File: src/hdl/ams_pkg.sv
/*
  Constants shared by the input-multiplexer scan sequencer: register
  addresses, reset values, field positions and pipeline counts.
  Assumes a single sample clock that also runs the configuration port.
*/
package ams_pkg;

  // Register addresses on the configuration serial port
  localparam logic [6:0] ADDR_CHAN_COUNT     = 7'h01;
  localparam logic [6:0] ADDR_SCAN_ORDER_LOW = 7'h7D;
  localparam logic [6:0] ADDR_SCAN_ORDER_MID = 7'h7E;
  localparam logic [6:0] ADDR_SCAN_ORDER_HI  = 7'h7F;

  // Values after reset
  localparam logic [2:0] RST_CHAN_COUNT      = 3'h0;   // All eight inputs
  localparam logic [7:0] RST_SCAN_ORDER_LOW  = 8'h78;
  localparam logic [7:0] RST_SCAN_ORDER_MID  = 8'hAC;
  localparam logic [7:0] RST_SCAN_ORDER_HI   = 8'h8E;

  // Field layout
  localparam int CHAN_COUNT_LSB = 0;
  localparam int CHAN_COUNT_W   = 3;
  localparam int SLOT_W         = 3;
  localparam int NUM_SLOTS      = 8;

  // Serial frame: one direction bit, seven address bits, eight data bits
  localparam int         FRAME_BITS = 16;
  localparam logic [4:0] ADDR_DONE  = 5'h08;
  localparam logic [4:0] FRAME_DONE = 5'h10;

  // Sample-to-output latency of the converter core, in sample clocks
  localparam int CORE_LATENCY = 28;

  // Slot positions inside the 24-bit list word {hi, mid, low}
  function automatic logic [2:0] ams_slot_chan(input logic [23:0] order,
                                               input logic [2:0]  slot);
    logic [2:0] ch;
    ch = 3'h0;
    unique case (slot)
      3'h0: ch = order[2:0];
      3'h1: ch = order[8:6];
      3'h2: ch = order[14:12];
      3'h3: ch = order[20:18];
      3'h4: ch = order[23:21];
      3'h5: ch = order[17:15];
      3'h6: ch = order[11:9];
      3'h7: ch = order[5:3];
    endcase
    return ch;
  endfunction

  // Count field to number of channels in use; zero means eight
  function automatic logic [3:0] ams_count_decode(input logic [2:0] sel);
    return (sel == 3'h0) ? 4'h8 : {1'b0, sel};
  endfunction

endpackage

File: src/hdl/ams_scan_sequencer.sv
/*
  Scan sequencer for one shared converter core and an eight-input
  multiplexer, with its configuration serial port and register file.
  Assumes the sample clock i_mclk runs continuously and the serial
  pins come from outside its domain; the core samples on each rising edge.
*/
`timescale 1ns/100ps

// How it works
// - one channel: same input every sample
// - several channels: time-share core through mux
// - per-channel rate is full rate over N
// - channel count from 3-bit field at 0x01
// - count field zero selects all eight
// - mux follows scan list at 0x7D-0x7F
// - slots beyond count are ignored
// - sample first N entries in list order
// - slot bit positions in the 24-bit list
// - reset list is ascending 0 to 7
// - sample taken on each rising clock edge
// - output data follows sample by 28 clocks
module ams_scan_sequencer
  import ams_pkg::*;
(
  input  wire logic       i_mclk,
  input  wire logic       i_sys_rst,
  input  wire logic       i_cfg_cs_n,
  input  wire logic       i_cfg_sclk,
  input  wire logic       i_cfg_sdi,
  output logic            o_cfg_sdo,
  output logic            o_cfg_sdo_oe_n,
  output logic [2:0]      o_mux_sel,
  output logic            o_sample_strobe,
  output logic            o_scan_start,
  output logic [3:0]      o_rate_div,
  output logic [2:0]      o_data_chan,
  output logic            o_data_valid
);

  ////////////////////////////////////////////////////////////////////////
  // Pin synchronisers: bit 0 select, bit 1 clock, bit 2 data
  logic [2:0]  sync1_ff, sync2_ff, sync3_ff, filt_ff, filt_q_ff;

  // Change accepted only when second and third stages agree; otherwise hold.
  // Reset to the idle levels (select high, clock and data low) so no false
  // clock edge follows reset.
  always_ff @(posedge i_mclk) begin
    if (i_sys_rst) begin
      sync1_ff  <= 3'h1;
      sync2_ff  <= 3'h1;
      sync3_ff  <= 3'h1;
      filt_ff   <= 3'h1;
      filt_q_ff <= 3'h1;
    end else begin
      sync1_ff  <= {i_cfg_sdi, i_cfg_sclk, i_cfg_cs_n};
      sync2_ff  <= sync1_ff;
      sync3_ff  <= sync2_ff;
      filt_ff   <= (~(sync2_ff ^ sync3_ff) & sync2_ff) | ((sync2_ff ^ sync3_ff) & filt_ff);
      filt_q_ff <= filt_ff;
    end
  end

  logic sel_act, sclk_rise, sclk_fall;
  assign sel_act   = ~filt_ff[0];
  assign sclk_rise =  filt_ff[1] & ~filt_q_ff[1];
  assign sclk_fall = ~filt_ff[1] &  filt_q_ff[1];

  ////////////////////////////////////////////////////////////////////////
  // Serial frame: R/W bit, 7-bit address, 8-bit data, MSB first
  logic [4:0]  bit_cnt_ff;
  logic [15:0] shift_in_ff;
  logic [7:0]  shift_out_ff;
  logic [15:0] nxt_shift_in;
  logic        is_read;
  logic [7:0]  rd_data;
  logic        wr_commit;

  assign nxt_shift_in = {shift_in_ff[14:0], filt_ff[2]};
  assign is_read      = shift_in_ff[7];   // Direction bit once address is in
  assign wr_commit    = sel_act & sclk_rise & (bit_cnt_ff == FRAME_DONE - 5'h01) & ~shift_in_ff[14];

  always_ff @(posedge i_mclk) begin
    if (i_sys_rst || !sel_act) begin
      bit_cnt_ff  <= 5'h00;
      shift_in_ff <= 16'h0000;
    end else if (sclk_rise && bit_cnt_ff != FRAME_DONE) begin
      bit_cnt_ff  <= bit_cnt_ff + 5'h01;
      shift_in_ff <= nxt_shift_in;
    end
  end

  // Read data loads after the address byte; shifts out on falling clock
  always_ff @(posedge i_mclk) begin
    if (i_sys_rst) begin
      shift_out_ff   <= 8'h00;
      o_cfg_sdo      <= 1'b0;
      o_cfg_sdo_oe_n <= 1'b1;
    end else if (!sel_act) begin
      o_cfg_sdo_oe_n <= 1'b1;
    end else if (bit_cnt_ff == ADDR_DONE && sclk_fall && is_read) begin
      o_cfg_sdo      <= rd_data[7];
      shift_out_ff   <= {rd_data[6:0], 1'b0};
      o_cfg_sdo_oe_n <= 1'b0;
    end else if (sclk_fall && !o_cfg_sdo_oe_n) begin
      o_cfg_sdo      <= shift_out_ff[7];
      shift_out_ff   <= {shift_out_ff[6:0], 1'b0};
    end
  end

  ////////////////////////////////////////////////////////////////////////
  // Register file
  logic [2:0]  chan_count_ff;
  logic [7:0]  scan_order_low_ff, scan_order_mid_ff, scan_order_high_ff;
  logic        cfg_dirty_ff;
  logic [6:0]  wr_addr;

  assign wr_addr = shift_in_ff[13:7];

  // Writes land only on a complete frame; unmapped addresses are dropped
  always_ff @(posedge i_mclk) begin
    if (i_sys_rst) begin
      chan_count_ff      <= RST_CHAN_COUNT;
      scan_order_low_ff  <= RST_SCAN_ORDER_LOW;
      scan_order_mid_ff  <= RST_SCAN_ORDER_MID;
      scan_order_high_ff <= RST_SCAN_ORDER_HI;
    end else if (wr_commit) begin
      unique case (wr_addr)
        ADDR_CHAN_COUNT:     chan_count_ff      <= nxt_shift_in[CHAN_COUNT_LSB +: CHAN_COUNT_W];
        ADDR_SCAN_ORDER_LOW: scan_order_low_ff  <= nxt_shift_in[7:0];
        ADDR_SCAN_ORDER_MID: scan_order_mid_ff  <= nxt_shift_in[7:0];
        ADDR_SCAN_ORDER_HI:  scan_order_high_ff <= nxt_shift_in[7:0];
        default: ;
      endcase
    end
  end

  // Reserved bits and unmapped addresses read as zero
  always_comb begin
    unique case (shift_in_ff[6:0])
      ADDR_CHAN_COUNT:     rd_data = {5'h00, chan_count_ff};
      ADDR_SCAN_ORDER_LOW: rd_data = scan_order_low_ff;
      ADDR_SCAN_ORDER_MID: rd_data = scan_order_mid_ff;
      ADDR_SCAN_ORDER_HI:  rd_data = scan_order_high_ff;
      default:             rd_data = 8'h00;
    endcase
  end

  ////////////////////////////////////////////////////////////////////////
  // Sequencer: shadow copy taken only at a scan boundary
  logic [23:0] active_order_ff;
  logic [3:0]  active_n_ff;
  logic [2:0]  slot_ff;
  logic        last_slot;

  assign last_slot = ({1'b0, slot_ff} == active_n_ff - 4'h1);

  // Dirty flag: a write in the boundary cycle still counts (set wins)
  always_ff @(posedge i_mclk) begin
    if (i_sys_rst) begin
      cfg_dirty_ff <= 1'b0;
    end else begin
      cfg_dirty_ff <= wr_commit | (cfg_dirty_ff & ~last_slot);
    end
  end

  // Restart at slot 0 with new settings once the current scan ends
  always_ff @(posedge i_mclk) begin
    if (i_sys_rst) begin
      active_order_ff <= {RST_SCAN_ORDER_HI, RST_SCAN_ORDER_MID, RST_SCAN_ORDER_LOW};
      active_n_ff     <= ams_count_decode(RST_CHAN_COUNT);
      slot_ff         <= 3'h0;
    end else if (last_slot) begin
      slot_ff <= 3'h0;
      if (cfg_dirty_ff) begin
        active_order_ff <= {scan_order_high_ff, scan_order_mid_ff, scan_order_low_ff};
        active_n_ff     <= ams_count_decode(chan_count_ff);
      end
    end else begin
      slot_ff <= slot_ff + 3'h1;
    end
  end

  // Mux select and strobe: one conversion every rising edge
  always_ff @(posedge i_mclk) begin
    if (i_sys_rst) begin
      o_mux_sel       <= 3'h0;
      o_sample_strobe <= 1'b0;
      o_scan_start    <= 1'b0;
      o_rate_div      <= 4'h8;
    end else begin
      o_mux_sel       <= ams_slot_chan(active_order_ff, slot_ff);
      o_sample_strobe <= 1'b1;
      o_scan_start    <= (slot_ff == 3'h0);
      o_rate_div      <= active_n_ff;
    end
  end

  ////////////////////////////////////////////////////////////////////////
  // Channel tag follows the sample through the core latency
  logic [2:0] tag_pipe_ff [CORE_LATENCY];
  logic [CORE_LATENCY-1:0] vld_pipe_ff;

  always_ff @(posedge i_mclk) begin
    if (i_sys_rst) begin
      vld_pipe_ff <= '0;
      for (int i = 0; i < CORE_LATENCY; i++) tag_pipe_ff[i] <= 3'h0;
    end else begin
      vld_pipe_ff    <= {vld_pipe_ff[CORE_LATENCY-2:0], o_sample_strobe};
      tag_pipe_ff[0] <= o_mux_sel;
      for (int i = 1; i < CORE_LATENCY; i++) tag_pipe_ff[i] <= tag_pipe_ff[i-1];
    end
  end

  assign o_data_chan  = tag_pipe_ff[CORE_LATENCY-1];
  assign o_data_valid = vld_pipe_ff[CORE_LATENCY-1];
endmodule // ams_scan_sequencer

File: config.mk
export PLATFORM = sky130hd
export DESIGN_NAME = ams_scan_sequencer
export DESIGN_NICKNAME = d
export VERILOG_FILES = /design/src/hdl/ams_pkg.sv /design/src/hdl/ams_scan_sequencer.sv
export SDC_FILE = /design/constraint.sdc
export NUM_CORES = 1
export LEC_CHECK = 0
export CAP_MARGIN = 10
export CELL_PAD_IN_SITES_DETAIL_PLACEMENT = 1
export CELL_PAD_IN_SITES_GLOBAL_PLACEMENT = 1
export CORE_MARGIN = 2
export CORE_UTILIZATION = 40
export DETAILED_ROUTE_END_ITERATION = 7
export DONT_BUFFER_PORTS = 1
export PLACE_DENSITY = 0.66
export RECOVER_POWER = 25
export SLEW_MARGIN = 25
export SYNTH_ARGS = -nofsm -noshare
export SYNTH_HDL_FRONTEND = slang
export SYNTH_SLANG_ARGS = --single-unit
File: constraint.sdc
create_clock -name i_mclk -period 2.98 [get_ports i_mclk]
set_clock_uncertainty 0.2 [all_clocks]
set_input_delay 0.447 -clock i_mclk [delete_from_list [all_inputs] [get_ports i_mclk]]
set_output_delay 0.447 -clock i_mclk [all_outputs]
set_load 0.005 [all_outputs]
== Word-level counts from Yosys, hierarchy flattened ==
Memories as Yosys holds them, arrays and structs flattened.
Index checks and enable logic that the tools add are counted.
Storage, ports and cells
  register bits: 140
  latch bits: 0
  RAM bits: 84
  bits in read-only memories: 0
  output and inout bits: 15
  word-level logic and storage cells: 146
  memories: 1
Memories
  tag_pipe_ff: words 28, width 3, rd ports 28, clocked after Yosys merged registers in 0, wr ports 28, RTL line ams_scan_sequencer.sv:200  | logic [2:0] tag_pipe_ff [CORE_LATENCY];
Operators by class
  $add $sub $neg: 3
  multiply operators: 0
  divide/modulo/power cells: 0
  magnitude comparators: 0
  equality and inequality tests: 19
  shift operators: 0
  mux-type cells: 38
  bitwise operators: 45
  reductions and logical operators: 17
Operator list (number)
  3-bit two-way mux: 28
  7-bit equality test, second input constant: 6
  8-bit case mux with 4 select lines: 1
  1-bit bitwise OR: 29
  3-bit case mux with 8 select lines: 1
  8-bit two-way mux: 2
  7-bit by 1-bit equality test with 1-bit output, second input constant: 2
  3-bit equality test, second input constant: 4
  2-bit AND reduction: 6
  5-bit by 4-bit equality test with 1-bit output, second input constant: 2
  1-bit AND: 6
  3-bit AND: 2
  3-bit by 2-bit equality test with 1-bit output, second input constant: 2
  3-bit zero test: 2
  5-bit by 1-bit adder with 5-bit output, second input constant: 1
  1-bit two-way mux: 5
  5-bit != test, second input constant: 1
  1-bit NOT: 5
  3-bit by 4-bit equality test with 1-bit output: 1
  1-bit logical AND: 4
  4-bit two-way mux: 1
  2-bit OR reduction: 2
  4-bit by 1-bit subtractor with 4-bit output, second input constant: 1
  3-bit by 1-bit adder with 3-bit output, second input constant: 1
  other kinds (7): 7

== Longest topological paths before layout ==
  depth after elaboration: 6
  gate-level depth with buffers: 9
  depth with buffers taken out: 7

== Least setup slack after synthesis ==
OpenSTA, ideal clock, no wires.
  path kind: register -> register
  start: register bit_cnt_ff[0]
  end: register scan_order_high_ff[5]
  library setup time: 0.128 ns
  arrival: 1.855 ns
  slack: 0.798 ns
  stages on the path, launching flop included: 10
  buffers on the path: 2
  path through: dfxtp_1 ha_1 and3_1 ha_1 nand3_4 or4_1 buf_2 buf_6 mux2i_1 nor2_1
On the way
  cells in the longest elaborated chain, start to end: 4
RTL lines
  start, declared: RTL line ams_scan_sequencer.sv:70  | logic [4:0] bit_cnt_ff;
  start signal, assigned: RTL line ams_scan_sequencer.sv:87  | bit_cnt_ff <= bit_cnt_ff + 5'h01;
  5-bit by 4-bit equality test with 1-bit output: RTL line ams_scan_sequencer.sv:80  | assign wr_commit = sel_act & sclk_rise & (bit_cnt_ff == FRAME_DONE - 5'h01) & ~shift_in_ff[14];
  1-bit AND (2 in a row): RTL line ams_scan_sequencer.sv:80
  2-bit AND reduction (no line)
  end signal, assigned: RTL line ams_scan_sequencer.sv:131  | ADDR_SCAN_ORDER_HI: scan_order_high_ff <= nxt_shift_in[7:0];
  end, declared: RTL line ams_scan_sequencer.sv:113  | logic [7:0] scan_order_low_ff, scan_order_mid_ff, scan_order_high_ff;
No other way between the ends.
A chain may end at the register's enable or synchronous reset.

== Worst setup path in the final report ==
  start: register active_n_ff[0]
  end: register active_order_ff[22]
On the way
  cells in the longest elaborated chain, start to end: 3
RTL lines
  start, declared: RTL line ams_scan_sequencer.sv:151  | logic [3:0] active_n_ff;
  start signal, assigned: RTL line ams_scan_sequencer.sv:170  | active_n_ff <= ams_count_decode(RST_CHAN_COUNT);
  start signal, assigned: RTL line ams_scan_sequencer.sv:176  | active_n_ff <= ams_count_decode(chan_count_ff);
  4-bit by 1-bit subtractor with 4-bit output: RTL line ams_scan_sequencer.sv:155  | assign last_slot = ({1'b0, slot_ff} == active_n_ff - 4'h1);
  3-bit by 4-bit equality test with 1-bit output: RTL line ams_scan_sequencer.sv:155
  2-bit AND reduction (no line)
  end signal, assigned: RTL line ams_scan_sequencer.sv:169  | active_order_ff <= {RST_SCAN_ORDER_HI, RST_SCAN_ORDER_MID, RST_SCAN_ORDER_LOW};
  end signal, assigned: RTL line ams_scan_sequencer.sv:175  | active_order_ff <= {scan_order_high_ff, scan_order_mid_ff, scan_order_low_ff};
  end, declared: RTL line ams_scan_sequencer.sv:150  | logic [23:0] active_order_ff;
No other way between the ends.

==> results.cfg <==
[logic_synthesis]
yosysTopAreaCell = dfxtp_1
synth_area_um2 = 7520
syn_nets = 761
ys_types = 51
async_flop_share_pct = 0
yosys-top-cells-area = dfxtp_1 (59%), nor2b_1 (10%), nand2_1 (3.7%)
postSynthAreaPerCell_um2 = 10.1
netlist.area_leader.share_pct = 59.1
synthCells = 746
yosys_warnings = 0
seq_area_frac_synth_pct = 59.1
ys.flop_type = dfxtp_1
synth-edff-count = 0
ys_ff_latch = 222

[cts]
clock_path_buffers = 3
clock_sinks = 222
cts.root.buffer_cell = clkbuf_16
cts_buffers = 24
cts_tree = built
htree_levels = 1
path_clk_slew_ps = 60
clkLatencyLatePin_ps = 510

[setup_path]
worst_r2r_path_depth = 10
start_kind = flip-flop
end_kind = flip-flop
reg2reg_from = active_n_ff[0]$_SDFFE_PP0P_
critPathMaxFanout = 23
reg2reg_setup_slack_ps = 110
timing.rr.end = active_order_ff[22]$_SDFFE_PP0P_
arrival_ps = 3070
required_ps = 3180
crit_type = flip-flop to flip-flop
setup.worst_path.start = active_n_ff[0]$_SDFFE_PP0P_
crit_path_end = active_order_ff[22]$_SDFFE_PP0P_

[detailed_routing]
antenna_left = 0
drc = 0
vias_per_cell = 5.02
firstDrtPassIters = 6
wl_per_cell_um = 16.0
routed_wl_um = 16800
vias = 5276
drt-initial-drc-count = 194

[die]
die_y_um = 141
start_util_pct = 40.5
core_um2 = 18600
rows = 50
pin_count = 20
die_area_um2 = 19900
die_w_um = 141

[timing]
hold_violations = 0
max_freq_ghz = 0.348
slew_viol_final = 133
tightest_slew_ps = 2490
slew-limit-headroom_pct = -66.1
finalSetupViolations = 0
setup_ws_ps = 110
min_period_over_period_pct = 96.3
hold_ws_ps = 178
tns_ps = 0
fin_crit_ps = 2870

[global_routing]
grt_use_total_pct = 17.1
grt_pass1_vias = 5604
grt_pass1_wl_um = 28000
antenna_found_initial = 0
overflow = 0
grt_start_max_net_pins = 133

[job]
max-cap-violations = 1

[finish]
antenna_cells = 0
area_growth_syn_to_layout_pct = 21.7
fillCellCount = 2032
drive_gt1_share_pct = 9.19
postLayoutCoreUtil_pct = 49.2
final_cell_count_no_fill = 1050
finalNetCount = 814

[pwr]
p_leak_nw = 3.60
max-vdd-ir-drop_mv = 0.427
cellPowerDensity_nw_per_um2 = 665

[placed_design]
portBuffers = 0
pre_cts_ws_ps = 516
gp_congestion = 0.815
dp.cells = 942
hpwl_um = 9640

[outcome]
outcome = finished with violations
violations = capacitance limit, slew limit

[hold_path]
hold_path.class = input pin to flip-flop
[cell families (layout without fill, tap and decap cells)]
logic type      after synthesis  after routing  share of synthesized area, %
simple gates                310            310                          22.1
flops                       222            222                          59.1
compound gates              110            110                          8.99
buf+inv                      58            128                          3.30
mux                          30             30                          4.15
fa+ha+maj                    10             10                          1.66
xor+xnor                      6              6                         0.699
[layer usage]
metal / GRT usage (%) / vias up / share of wire, %
met1: 20.8 / 2591 / 44
met5: 0 / - / 0
li1: - / 2588 / -
met3: 3.46 / 28 / 3.4
met4: 4.68 / 0 / 2.2
met2: 30.9 / 69 / 51
[layout by cell type, fill, tap and decap left out, drive strengths merged, types with 9 or more instances in the layout]
cell type	count
dfxtp	222
nor2b	124
nand2	74
dlygate4sd3	63
a21oi	53
nor2	42
clkbuf	36
mux2i	21
o21ai	21
nor3	21
nand3	15
inv	13
a22oi	10
ha	10
mux2	9
[registers in the layout (all words and copies together) (netlist names), 3 cells and up, named ones only]
register / count
sync1_ff: 3
chan_count_ff: 3
tag_pipe_ff: 84
o_rate_div: 4
o_mux_sel: 3
active_order_ff: 24
scan_order_high_ff: 8
scan_order_low_ff: 8
shift_out_ff: 7
bit_cnt_ff: 5
active_n_ff: 4
scan_order_mid_ff: 8
sync2_ff: 3
sync3_ff: 3
slot_ff: 3
shift_in_ff: 15
vld_pipe_ff: 28
[stage by stage]
step / area (µm²) / total power [W]
global placement: 7660 / 0.00316
finish: 9150 / 0.00609
detailed placement: 7660 / 0.00316
global route: 9150 / 0.00634
floorplan: 7520 / 0.00317
CTS: 9130 / 0.00617
[cell type report]
| type | instances | area, µm² | share of cell area [%] |
|---|---|---|---|
| inverter | 13 | 48.8 | 0.533 |
| timing repair buffer | 72 | 703 | 7.69 |
| clock buffer | 35 | 702 | 7.67 |
| tap | 234 | 293 | 3.20 |
| clock inverter | 8 | 104 | 1.14 |
| multi-input combinational | 466 | 2850 | 31.2 |
| sequential | 222 | 4440 | 48.6 |
[worst max-delay path, stage by stage, from the launching register on]
cell	delay (ps)
dfxtp_1	440
inv_1	90
ha_1	240
xor2_2	200
nor4_2	350
buf_4	180
o211ai_1	130
buf_6	210
nand2_1	100
a21oi_1	70
dlygate4sd3_1	550
[worst min path at each step]
stage | startpoint | end | depth (start not counted)
floorplan | sync1_ff[0]$_SDFF_PP1_ | sync2_ff[0]$_SDFF_PP1_ | 1
CTS | i_sys_rst | scan_order_low_ff[3]$_SDFFE_PP1P_ | 2
global route | i_sys_rst | scan_order_low_ff[3]$_SDFFE_PP1P_ | 2
finish | i_sys_rst | scan_order_low_ff[3]$_SDFFE_PP1P_ | 2
global placement | tag_pipe_ff[0][2]$_SDFF_PP0_ | tag_pipe_ff[0][5]$_SDFF_PP0_ | 1
detailed placement | sync1_ff[0]$_SDFF_PP1_ | sync2_ff[0]$_SDFF_PP1_ | 1
[Yosys cell counts, drive strengths merged, types with 10 or more instances]
cell type / instances
a21oi: 53
a22oi: 10
buf: 16
clkbuf: 29
dfxtp: 222
ha: 10
inv: 13
mux2i: 21
nand2: 74
nand3: 15
nor2: 42
nor2b: 124
nor3: 21
o21ai: 21
[where the power goes]
| group | switching (W) | leakage (nW) | internal, W | total (W) |
|---|---|---|---|---|
| registers | 0.0000175 | 1.79 | 0.00299 | 0.00301 |
| logic | 0.0000719 | 1.41 | 0.0000491 | 0.000121 |
| clock network | 0.00115 | 0.396 | 0.00181 | 0.00295 |
[what timing repair did]
item                                   in CTS  in global routing
endpoints found under the hold margin     186                  0
hold buffers                               64                  0
setup buffers                               0                  1
setup endpoints to repair                   0                 11
resized for setup                           0                  8
Note: power is estimated with default switching activity, not from simulation.
